===== src/common/mmd_pkg.sv =====
// memory map decoder constants: window bounds, register addresses, reset values
// assumes a 16-bit byte address in both code and data space and 8-bit data
package mmd_pkg;

    // peripheral register windows in data space
    localparam logic [15:0] SFR1_LO = 16'h0000;
    localparam logic [15:0] SFR1_HI = 16'h003F;
    localparam logic [15:0] SFR2_LO = 16'h0F00;
    localparam logic [15:0] SFR2_HI = 16'h0FFF;
    localparam logic [15:0] SFR3_LO = 16'h0E40;
    localparam logic [15:0] SFR3_HI = 16'h0EFF;

    // on-chip ram in data space
    localparam logic [15:0] RAM_LO = 16'h0040;
    localparam logic [15:0] RAM_HI = 16'h083F;

    // boot rom window; serial prom mode opens the whole boot rom
    localparam logic [15:0] BOOT_LO = 16'h1000;
    localparam logic [15:0] BOOT_HI = 16'h17FF;
    localparam logic [15:0] BOOT_SP_HI = 16'h1FFF;
    localparam int BOOT_AW = 12;

    // flash array in both spaces
    localparam logic [15:0] FLASH_LO = 16'h8000;
    localparam int FLASH_AW = 15;
    localparam int RAM_AW = 11;

    // own registers inside the second peripheral window
    localparam logic [15:0] CFG_ADDR = 16'h0FD0;
    localparam logic [15:0] KEY_ADDR = 16'h0FD1;
    localparam logic [15:0] MON_ADDR = 16'h0FD2;

    localparam logic [7:0] CFG_RST = 8'h40;
    localparam int BOOT_MAP_BIT = 4;
    localparam logic [7:0] KEY_VALUE = 8'hD5;
    localparam logic [7:0] OPEN_BUS = 8'hFF;
    localparam logic [7:0] WO_READ = 8'h00;

    typedef enum logic [2:0] {
        REG_NONE,
        REG_SFR,
        REG_RAM,
        REG_BOOT,
        REG_FLASH
    } mmd_region_t;

endpackage : mmd_pkg


===== src/hdl/mmd_sync3.sv =====
// three-stage synchroniser for one level from outside the clock domain
// assumes the level is slow against clk_i; output moves once stages 2 and 3 agree
`timescale 1ns/100ps
module mmd_sync3 (
    input wire logic clk_i, // system clock
    input wire logic rst_i, // async reset, active high
    input wire logic d_i,   // asynchronous level
    output logic q_o        // filtered synchronous level
);

    logic [2:0] stage_q;
    logic [2:0] stage_d;
    logic level_q;
    logic level_d;

    always_comb
    begin
        stage_d = {stage_q[1:0], d_i};
        level_d = level_q;
        if (stage_q[1] == stage_q[2])
        begin
            level_d = stage_q[2];
        end
    end

    always_ff @(posedge clk_i or posedge rst_i)
    begin
        if (rst_i)
        begin
            stage_q <= 3'h0;
            level_q <= 1'b0;
        end
        else
        begin
            stage_q <= stage_d;
            level_q <= level_d;
        end
    end

    assign q_o = level_q;

endmodule : mmd_sync3


===== src/hdl/mmd_space_dec.sv =====
// region decode of one 16-bit address in code or data space
// assumes the boot map bit is the active (applied) value, not the pending one
`timescale 1ns/100ps
module mmd_space_dec #(
    parameter bit IS_DATA = 1'b0 // 1: data space, 0: code space
) (
    input wire logic [15:0] addr_i,       // byte address
    input wire logic boot_map_i,          // boot rom mapped
    input wire logic serial_prom_i,       // serial prom mode
    output mmd_pkg::mmd_region_t region_o // decoded target
);

    logic in_boot;
    logic [15:0] boot_hi;

    always_comb
    begin
        boot_hi = serial_prom_i ? mmd_pkg::BOOT_SP_HI : mmd_pkg::BOOT_HI;
        in_boot = (addr_i >= mmd_pkg::BOOT_LO) && (addr_i <= boot_hi);
        region_o = mmd_pkg::REG_NONE;
        if (addr_i >= mmd_pkg::FLASH_LO)
        begin
            region_o = mmd_pkg::REG_FLASH;
        end
        else if (in_boot)
        begin
            // hole when unmapped
            region_o = boot_map_i ? mmd_pkg::REG_BOOT : mmd_pkg::REG_NONE;
        end
        else if (IS_DATA)
        begin
            if ((addr_i <= mmd_pkg::SFR1_HI)
                || ((addr_i >= mmd_pkg::SFR2_LO) && (addr_i <= mmd_pkg::SFR2_HI))
                || ((addr_i >= mmd_pkg::SFR3_LO) && (addr_i <= mmd_pkg::SFR3_HI)))
            begin
                region_o = mmd_pkg::REG_SFR;
            end
            else if ((addr_i >= mmd_pkg::RAM_LO) && (addr_i <= mmd_pkg::RAM_HI))
            begin
                region_o = mmd_pkg::REG_RAM;
            end
        end
    end

endmodule : mmd_space_dec


===== src/hdl/mmd_decoder.sv =====
// code and data space decoder with the boot rom map configuration registers
// assumes targets return read data combinationally in the cycle of the access
// and that the cpu holds address and strobes stable for that one cycle
// What this block does
// with the active boot map bit set, 0x1000-0x17FF of both spaces go to the boot rom.
// with the active boot map bit clear, that range of neither space goes to the boot rom.
// after reset the boot rom is mapped in neither space until software applies it.
// config writes land in a pending copy that becomes active only on key byte 0xD5.
// the active copy of the map config is readable at a separate monitor address.
// the key register acts only on 0xD5; every other value is reserved.
// data reads of 0x1000-0x17FF while the boot rom is unmapped return 0xFF.
// outside serial prom mode only the first 2 Kbytes of boot rom are visible.
// code addresses 0x8000-0xFFFF go to flash from reset onward.
// data addresses 0x8000-0xFFFF go to flash from reset onward.
// data windows 0x0000-0x003F, 0x0F00-0x0FFF and 0x0E40-0x0EFF go to the registers.
// data addresses 0x0040-0x083F go to the on-chip ram from reset onward.
// software must not touch reserved locations inside the register windows.
// a non-key write to the key register changes neither active copy nor decoding.
// reading the config register returns the last written pending value.
`timescale 1ns/100ps
module mmd_decoder (
    input wire logic clk_i,                     // system clock, 25 MHz
    input wire logic rst_i,                     // async reset, active high
    input wire logic serial_prom_i,             // serial prom mode pin

    input wire logic code_fetch_i,              // code fetch strobe
    input wire logic [15:0] code_addr_i,        // code fetch address
    output logic code_flash_sel_o,              // fetch goes to flash
    output logic code_boot_sel_o,               // fetch goes to boot rom
    output logic code_hole_o,                   // fetch hits nothing mapped
    output logic [14:0] code_flash_addr_o,      // flash byte offset
    output logic [11:0] code_boot_addr_o,       // boot rom byte offset

    input wire logic data_rd_i,                 // data read strobe
    input wire logic data_wr_i,                 // data write strobe
    input wire logic [15:0] data_addr_i,        // data address
    input wire logic [7:0] data_wdata_i,        // data write byte
    output logic [7:0] data_rdata_o,            // read byte, one cycle later

    output logic data_sfr_sel_o,                // access to peripheral registers
    output logic data_ram_sel_o,                // access to on-chip ram
    output logic data_boot_sel_o,               // read from boot rom
    output logic data_flash_sel_o,              // access to flash
    output logic [10:0] data_ram_addr_o,        // ram byte offset
    output logic [11:0] data_boot_addr_o,       // boot rom byte offset
    output logic [14:0] data_flash_addr_o,      // flash byte offset

    input wire logic [7:0] sfr_rdata_i,         // peripheral read byte
    input wire logic [7:0] ram_rdata_i,         // ram read byte
    input wire logic [7:0] boot_rdata_i,        // boot rom read byte
    input wire logic [7:0] flash_rdata_i,       // flash read byte

    output logic boot_map_o                     // active boot map bit
);

    logic prom_mode;
    mmd_pkg::mmd_region_t code_region;
    mmd_pkg::mmd_region_t data_region;

    logic [7:0] cfg_pend_q;
    logic [7:0] cfg_pend_d;
    logic [7:0] cfg_act_q;
    logic [7:0] cfg_act_d;
    logic [7:0] rdata_q;
    logic [7:0] rdata_d;

    logic hit_cfg;
    logic hit_key;
    logic hit_mon;
    logic own_reg;
    logic cfg_wr;
    logic key_apply;
    logic boot_map;
    logic [15:0] ram_off;
    logic [15:0] boot_off;

    // the prom pin is asynchronous; filter it before it widens the boot window
    mmd_sync3 u_prom_sync (
        .clk_i(clk_i),
        .rst_i(rst_i),
        .d_i(serial_prom_i),
        .q_o(prom_mode)
    );

    // decoding follows only the active copy, never the pending one
    assign boot_map = cfg_act_q[mmd_pkg::BOOT_MAP_BIT];

    mmd_space_dec #(
        .IS_DATA(1'b0)
    ) u_code_dec (
        .addr_i(code_addr_i),
        .boot_map_i(boot_map),
        .serial_prom_i(prom_mode),
        .region_o(code_region)
    );

    mmd_space_dec #(
        .IS_DATA(1'b1)
    ) u_data_dec (
        .addr_i(data_addr_i),
        .boot_map_i(boot_map),
        .serial_prom_i(prom_mode),
        .region_o(data_region)
    );

    // own registers are carved out of the peripheral window
    always_comb
    begin
        hit_cfg = (data_addr_i == mmd_pkg::CFG_ADDR);
        hit_key = (data_addr_i == mmd_pkg::KEY_ADDR);
        hit_mon = (data_addr_i == mmd_pkg::MON_ADDR);
        own_reg = hit_cfg || hit_key || hit_mon;
        cfg_wr = data_wr_i && hit_cfg;
        key_apply = data_wr_i && hit_key && (data_wdata_i == mmd_pkg::KEY_VALUE);
    end

    // offsets into each target
    always_comb
    begin
        ram_off = data_addr_i - mmd_pkg::RAM_LO;
        boot_off = data_addr_i - mmd_pkg::BOOT_LO;
        data_ram_addr_o = ram_off[10:0];
        data_boot_addr_o = boot_off[11:0];
        data_flash_addr_o = data_addr_i[14:0];
        code_flash_addr_o = code_addr_i[14:0];
    end

    // code fetch boot offset; upper half only reachable in serial prom mode
    always_comb
    begin
        code_boot_addr_o = {prom_mode & code_addr_i[11], code_addr_i[10:0]};
    end

    // code space selects
    always_comb
    begin
        code_flash_sel_o = 1'b0;
        code_boot_sel_o = 1'b0;
        code_hole_o = 1'b0;
        if (code_fetch_i)
        begin
            unique case (code_region)
                mmd_pkg::REG_FLASH:
                begin
                    code_flash_sel_o = 1'b1;
                end
                mmd_pkg::REG_BOOT:
                begin
                    code_boot_sel_o = 1'b1;
                end
                // unmapped boot window and the rest of code space below flash
                default:
                begin
                    code_hole_o = 1'b1;
                end
            endcase
        end
    end

    // data space selects; the boot rom takes reads only
    always_comb
    begin
        data_sfr_sel_o = 1'b0;
        data_ram_sel_o = 1'b0;
        data_boot_sel_o = 1'b0;
        data_flash_sel_o = 1'b0;
        // writes to the boot window or to a hole select nothing
        if (data_rd_i || data_wr_i)
        begin
            unique case (data_region)
                mmd_pkg::REG_SFR:
                begin
                    data_sfr_sel_o = !own_reg;
                end
                mmd_pkg::REG_RAM:
                begin
                    data_ram_sel_o = 1'b1;
                end
                mmd_pkg::REG_BOOT:
                begin
                    data_boot_sel_o = data_rd_i;
                end
                mmd_pkg::REG_FLASH:
                begin
                    data_flash_sel_o = 1'b1;
                end
                default:
                begin
                    data_sfr_sel_o = 1'b0;
                end
            endcase
        end
    end

    // pending stage: every write to the config address lands here
    always_comb
    begin
        cfg_pend_d = cfg_pend_q;
        if (cfg_wr)
        begin
            cfg_pend_d = data_wdata_i;
        end
    end

    always_ff @(posedge clk_i or posedge rst_i)
    begin
        if (rst_i)
        begin
            cfg_pend_q <= mmd_pkg::CFG_RST;
        end
        else
        begin
            cfg_pend_q <= cfg_pend_d;
        end
    end

    // active stage: only the key byte moves the pending value across
    always_comb
    begin
        cfg_act_d = cfg_act_q;
        if (key_apply)
        begin
            // the copy takes the pending value held before this cycle
            cfg_act_d = cfg_pend_q;
        end
    end

    always_ff @(posedge clk_i or posedge rst_i)
    begin
        if (rst_i)
        begin
            cfg_act_q <= mmd_pkg::CFG_RST;
        end
        else
        begin
            cfg_act_q <= cfg_act_d;
        end
    end

    // registered read data
    always_comb
    begin
        rdata_d = rdata_q;
        if (data_rd_i)
        begin
            unique case (data_region)
                mmd_pkg::REG_SFR:
                begin
                    if (hit_cfg)
                    begin
                        rdata_d = cfg_pend_q;
                    end
                    else if (hit_mon)
                    begin
                        rdata_d = cfg_act_q;
                    end
                    else if (hit_key)
                    begin
                        // the key register is write-only and reads back as zero
                        rdata_d = mmd_pkg::WO_READ;
                    end
                    else
                    begin
                        rdata_d = sfr_rdata_i;
                    end
                end
                mmd_pkg::REG_RAM:
                begin
                    rdata_d = ram_rdata_i;
                end
                mmd_pkg::REG_BOOT:
                begin
                    rdata_d = boot_rdata_i;
                end
                mmd_pkg::REG_FLASH:
                begin
                    rdata_d = flash_rdata_i;
                end
                default:
                begin
                    rdata_d = mmd_pkg::OPEN_BUS;
                end
            endcase
        end
    end

    always_ff @(posedge clk_i or posedge rst_i)
    begin
        if (rst_i)
        begin
            rdata_q <= mmd_pkg::OPEN_BUS;
        end
        else
        begin
            rdata_q <= rdata_d;
        end
    end

    assign data_rdata_o = rdata_q;
    assign boot_map_o = boot_map;

endmodule : mmd_decoder


===== config.mk =====
export PLATFORM = sky130hd
export DESIGN_NAME = mmd_decoder
export DESIGN_NICKNAME = d
export VERILOG_FILES = /design/src/common/mmd_pkg.sv /design/src/hdl/mmd_sync3.sv /design/src/hdl/mmd_space_dec.sv /design/src/hdl/mmd_decoder.sv
export SDC_FILE = /design/constraint.sdc
export NUM_CORES = 1
export LEC_CHECK = 0
export BUFFER_PORTS_ARGS = -buffer_cell sky130_fd_sc_hd__buf_2
export CAP_MARGIN = 20
export CORE_MARGIN = 5
export CORE_UTILIZATION = 38
export DETAILED_ROUTE_END_ITERATION = 12
export PLACE_DENSITY = 0.77
export SLEW_MARGIN = 15
export SYNTH_ARGS = -nofsm -noshare
export SYNTH_HDL_FRONTEND = slang
export SYNTH_SLANG_ARGS = --single-unit

===== constraint.sdc =====
create_clock -name clk_i -period 2.06 [get_ports clk_i]
set_input_delay 0.206 -clock clk_i [delete_from_list [all_inputs] [get_ports clk_i]]
set_output_delay 0.206 -clock clk_i [all_outputs]
set_load 0.05 [all_outputs]

==> flow_summary.ini, run 1 <==
[power_and_ir_drop]
cellPowerDensity_nw_per_um2 = 543.7
p_total_w = 0.001752
ir_drop_mv = 0.3039
power.leakage_nw = 1.641

[finish]
final_nets = 466
n_antenna_cell = 0
layoutNonFillerInstCount = 455
final_layout_size_suffix_gt1_share_pct = 64.74
syn2layout_area_growth_pct = 36.97

[logic_synthesis]
syn_inst = 252
yosys-top-cells-area = dfrtp_1 19%, buf_4 19%, dfstp_2 11%
syn_nets = 337
synth_fa_ha_area_share_pct = 4.149
async_flop_share_pct = 100.0
yosysWarnings = 0
synth_edf_count = 0
synth_seq_cells = 28
synth_area_sq_um = 2352
seq_area_frac_synth_pct = 30.32
yosys.area.top_type = dfrtp_1
synth_top_family_by_area = buffers and inverters
synth-xor-area-share_pct = 1.489
yosys.area_share.simple_pct = 20.05
synth_area_per_cell_sq_um = 9.334
netlist-cell-type-count = 53
synth_mux_area_share_pct = 8.085
yosysTopAreaCellShare_pct = 19.15
synth_compound_gate_area_share_pct = 14.68
synthTopCellsByCount = 59 x buf_4, 23 x nand2_1, 18 x dfrtp_1, 16 x mux2_2, 11 x nor2_1
yosysMostFrequentCell = buf_4
ys_dominant_reg_cell = dfrtp_1

[sta]
setup_viol = 9
clock_skew_ns = 0.002990
hold_violations = 0
period_needed_ns = 2.162
drv_slew = 0
rsz0062_at_grt = yes
worstMarginPinSlew_ns = 0.4851
layout_setup_ws_ns = -0.1024
slew_headroom_pct = 67.22
fmax_mhz = 462.5
fin_crit_sh_pct = 105.0

[floorplanning]
fp-row-count = 28
fp.dieH_um = 88.68
fp.coreArea_sq_um = 5956
initial_core_util_pct = 39.50
io-pin-count = 159
die_w_um = 88.68
fp.dieArea_sq_um = 7863

[grt]
grt_pass1_vias = 2249
grt_overflow = 0
grt_usage_pct = 17.61
grt_max_degree = 29
antenna_found_initial = 1
grt_pass1_wl_um = 10870

[drt]
drt_iter0_drc = 94
wl_per_cell_um = 16.50
num_vias = 2323
drt-pass1-iter-count = 4
routed_wl_um = 7509
drc = 0
ant_nets = 0
via_per_inst = 5.105

[cts]
cts_tree = built
clock_path_buffers = 2
cts_sinks = 28
numCtsBuffers = 3
htreeDepth = 1
root_buffer = clkbuf_8
clkSlewWorstSetupHoldPaths_ns = 0.09
clock_insertion_delay_worst_skew_ns = 0.27

[critical_path]
r2r_end = data_rdata_o[5]
cp-end-kind = primary output
r2r_cells = 9
slowest_delay_ns = 0.42
crit_required_ns = 1.85
worstSetupStartpoint = u_prom_sync.q_o
worstSetupStartpointType = flop
crit_path_end = data_boot_sel_o
timing.reg2reg.setup_slack_ns = -0.10
reg2reg_from = u_prom_sync.q_o
crit_chain = inv_2, ha_4, nand3_2, or4_4, a21oi_2, and3_4, buf_8
cp_slowest_cell = or4_4
crit_fanout = 2
critPathArrivalTime_ns = 1.96
crit_type = reg -> out

[hold_path]
hold_path_class = in -> reg

[placed_design]
place_inst = 447
port_buffers = 158
dpl.hpwl_um = 6370
place_congestion = 0.8447

[run]
maxCapViolCount = 0

[run_status]
violations = negative setup slack
status = complete, but fails checks
-- stage by stage --
step	setup TNS, ns	setup WS (ns)	util (%)	area [sq um]	hold slack, ns
after global routing	-1.310	-0.1562	54.10	3222	0.02478
after detailed placement	-0.6717	-0.08915	50.27	2994	0.2868
after floorplan	-0.3020	-0.2501	-	2380	0.2374
after CTS	-0.5702	-0.1009	53.19	3168	0.03428
after global placement	0	0.01277	50.27	2994	0.2776
final	-0.7359	-0.1024	54.10	3222	0.03745
-- cell type report --
type / instances / area, sq um
Clock buffer: 3 / 41.29
Clock inverter: 1 / 30.03
Fill cell: 563 / 2734
Inverter: 7 / 26.28
Multi-Input combinational cell: 152 / 1260
Sequential cell: 28 / 713.2
Tap cell: 75 / 93.84
Timing Repair Buffer: 189 / 1057
-- logic make-up after synthesis --
| group | Yosys count |
|---|---|
| AO/OA/AOI/OAI | 44 |
| flip-flops | 28 |
| adder cells (fa/ha/maj) | 8 |
| AND/OR/NAND/NOR | 79 |
| multiplexers | 17 |
| buffers and inverters | 72 |
| XOR/XNOR | 4 |
-- how the worst min path moves through the flow --
| stage | from | to | slack [ns] | cells after the start |
|---|---|---|---|---|
| floorplan | serial_prom_i | u_prom_sync.stage_q[0] | 0.24 | 0 |
| global placement | rst_i | u_prom_sync.stage_q[0] | 0.28 | 3 |
| detailed placement | rst_i | u_prom_sync.stage_q[1] | 0.29 | 3 |
| CTS | serial_prom_i | u_prom_sync.stage_q[0] | 0.03 | 1 |
| global route | serial_prom_i | u_prom_sync.stage_q[0] | 0.02 | 1 |
| finish | serial_prom_i | u_prom_sync.stage_q[0] | 0.04 | 1 |
-- timing repair --
item,4_1_cts,5_1_grt
endpoints found under the hold margin,18,0
endpoints found under the setup margin,12,13
pin swaps,8,4
gates resized for setup,17,9
setup buffers,1,2
hold buffers,1,0
-- power by group --
group	switching (W)	total, W	internal [W]
clock	0.000168	0.000429	0.000260
sequential	0.0000121	0.000596	0.000584
combinational	0.000517	0.000727	0.000210
total	0.000698	0.00175	0.00105
-- registers in the layout, indices dropped and copies added, names as in the netlist --
register	flops
u_prom_sync.q_o	1
data_rdata_o	8
cfg_pend_q	8
u_prom_sync.stage_q	3
cfg_act_q	8
-- cell usage in the layout, fill, tap and decap left out, types with 5 or more instances in the layout --
| cell | count |
|---|---|
| nand2_1 | 23 |
| dfstp_2 | 10 |
| a31oi_1 | 6 |
| o2bb2ai_1 | 7 |
| inv_1 | 6 |
| nor2_1 | 11 |
| buf_2 | 153 |
| nor2b_1 | 8 |
| buf_4 | 31 |
| dfrtp_1 | 18 |
| o211ai_1 | 7 |
| a221oi_1 | 7 |
| ha_1 | 5 |
| mux2_2 | 16 |
-- per-layer routing --
| metal | vias up | wire [um] | share of wire [%] | track usage, % |
|---|---|---|---|---|
| li1 | 1110 | - | - | - |
| met1 | 1092 | 2674 | 36 | 18.77 |
| met2 | 111 | 3933 | 52 | 34.55 |
| met3 | 8 | 815 | 11 | 5.121 |
| met4 | 2 | 78 | 1.0 | 2.473 |
| met5 | - | 7 | 0.093 | 0 |
-- critical path, delay by kind of cell (launching register included) --
family / cells / cell delay (ns)
fa+ha+maj: 1 / 0.26
simple gates: 3 / 0.69
flops: 1 / 0.37
buf+inv: 2 / 0.20
compound gates: 1 / 0.16
(Power assumes the default switching activity.)
==> run 2, diff against run 1 <==
Settings changed: SKIP_CTS_REPAIR_TIMING from default to 1.
==> run 2 against run 1 <==
The flow finishes with violations (negative hold slack, negative setup slack). First-iteration DRC count grew 1.1%. Cell area grew 0.16%. Routed wire length is essentially flat. Critical path depth is the same. Final cell count shrank 0.22%. Critical endpoint unchanged. Largest power group unchanged.
==> flow_summary.ini, run 2 (same netlist as run 1, synthesis figures left out) <==
[grt]
grt_pass1_wl_um = 10720
grt_max_degree = 29
grt_overflow = 0
antenna_found_initial = 1
grt_pass1_vias = 2219
grt_usage_pct = 17.36

[sta]
period_needed_ns = 2.180
worstMarginPinSlew_ns = 0.4851
layout_setup_ws_ns = -0.1200
slew_headroom_pct = 67.22
setup_viol = 8
fmax_mhz = 458.7
drv_slew = 0
clock_skew_ns = 0.002285
fin_crit_sh_pct = 105.8
rsz0062_at_grt = yes
fin_hold_ws_ns = -0.02559
hold_violations = 18
tns_ns = -0.2279

[drt]
ant_nets = 0
via_per_inst = 5.108
top_layer_used = met5
dr_wl_met2_um = 3953
wl_met1_um = 2653
routed_wl_um = 7513
num_vias = 2319
drc = 0
wl_per_cell_um = 16.55
drt_iter0_drc = 95
met3_length_um = 820
drt-pass1-iter-count = 4

[critical_path]
critPathTopFamily = simple AND/OR/NAND/NOR gates
critPathArrivalTime_ns = 1.97
crit_required_ns = 1.85
cp-end-kind = primary output
crit_fanout = 3
critPathBufInv = 2
cp_slowest_cell = or4_4
worstSetupStartpointType = flop
slowest_delay_ns = 0.44
crit_type = reg -> out
crit_chain = inv_2, ha_4, nand3_2, or4_4, a21oi_4, and3_4, buf_8

[cts]
clock_path_buffers = 2
numCtsBuffers = 3
clock_insertion_delay_worst_skew_ns = 0.27
cts_tree = built
htreeDepth = 1
clkSlewWorstSetupHoldPaths_ns = 0.09
cts_sinks = 28
root_buffer = clkbuf_8

[finish]
mostFrequentLayoutCells = 153 x buf_2, 30 x buf_4, 23 x nand2_1, 18 x dfrtp_1, 16 x mux2_2
n_fill_cell = 563
regArea_sq_um = 713.2
final_common_cell = buf_2
multiInputGateArea_sq_um = 1275
final_nets = 465
n_antenna_cell = 0
syn2layout_area_growth_pct = 37.18
final_layout_size_suffix_gt1_share_pct = 64.91

[floorplanning]
fp.coreArea_sq_um = 5956
fp.dieArea_sq_um = 7863
initial_core_util_pct = 39.50
fp.dieH_um = 88.68
fp-row-count = 28
die_w_um = 88.68
io-pin-count = 159

[run_status]
violations = negative hold slack, negative setup slack
status = complete, but fails checks

[placed_design]
dpl.hpwl_um = 6370
port_buffers = 158
place_congestion = 0.8447

[hold_path]
hold_path_class = in -> async

[power_and_ir_drop]
power.leakage_nw = 1.639
cellPowerDensity_nw_per_um2 = 542.7
ir_drop_mv = 0.3039

[run]
maxCapViolCount = 0
-- run 2: layer usage --
layer  GRT usage, %  vias up
li1               -     1111
met1          18.83     1096
met2          33.81      102
met3          4.842        8
met4          2.473        2
met5              0        -
-- run 2: final cells by class --
cell class | count | area share, %
flip-flops and latches | 28 | 22.10
inverters | 7 | 0.8143
repair buffers | 188 | 32.45
clock buffers | 3 | 1.280
multi-input cells | 152 | 39.51
clock inverters | 1 | 0.9306
well taps | 75 | 2.908
-- run 2: final timing paths --
| path | depth (start not counted) | slack (ns) | startpoint | endpoint |
|---|---|---|---|---|
| max | 7 | -0.12 | u_prom_sync.q_o | data_boot_sel_o |
| min | 3 | -0.03 | rst_i | u_prom_sync.stage_q[0] |
| max reg2reg | 8 | -0.03 | u_prom_sync.q_o | data_rdata_o[5] |
| min reg2reg | 0 | 0.40 | u_prom_sync.stage_q[0] | u_prom_sync.stage_q[1] |
| max in group asynchronous | 3 | 1.79 | rst_i | cfg_act_q[6] |
| min in group clk_i | 1 | 0.04 | serial_prom_i | u_prom_sync.stage_q[0] |
-- run 2: power by group --
part	leakage (nW)	internal, W	switching (W)
clock	0.0357	0.000260	0.000167
combinational	1.26	0.000209	0.000519
sequential	0.347	0.000584	0.0000120
-- run 2: worst reg2reg max path: cells and delay by family (launching register included) --
kind	cells	cell delay [ns]
compound gates	3	0.74
simple gates	3	0.59
flops	1	0.37
fa+ha+maj	1	0.26
buf+inv	1	0.06
-- run 2: stage by stage --
stage | utilization (%) | instances | cell area, sq um | setup slack [ns] | power, W
6_report | 54.18 | 454 | 3227 | -0.1200 | 0.001751
5_1_grt | 54.18 | 454 | 3227 | -0.1808 | 0.001825
4_1_cts | 51.47 | 451 | 3065 | -0.3395 | 0.001737
3_5_place_dp | 50.27 | 447 | 2994 | -0.08915 | 0.001307
3_3_place_gp | 50.27 | 447 | 2994 | 0.01277 | 0.001298
2_1_floorplan | - | 252 | 2380 | -0.2501 | 0.001139
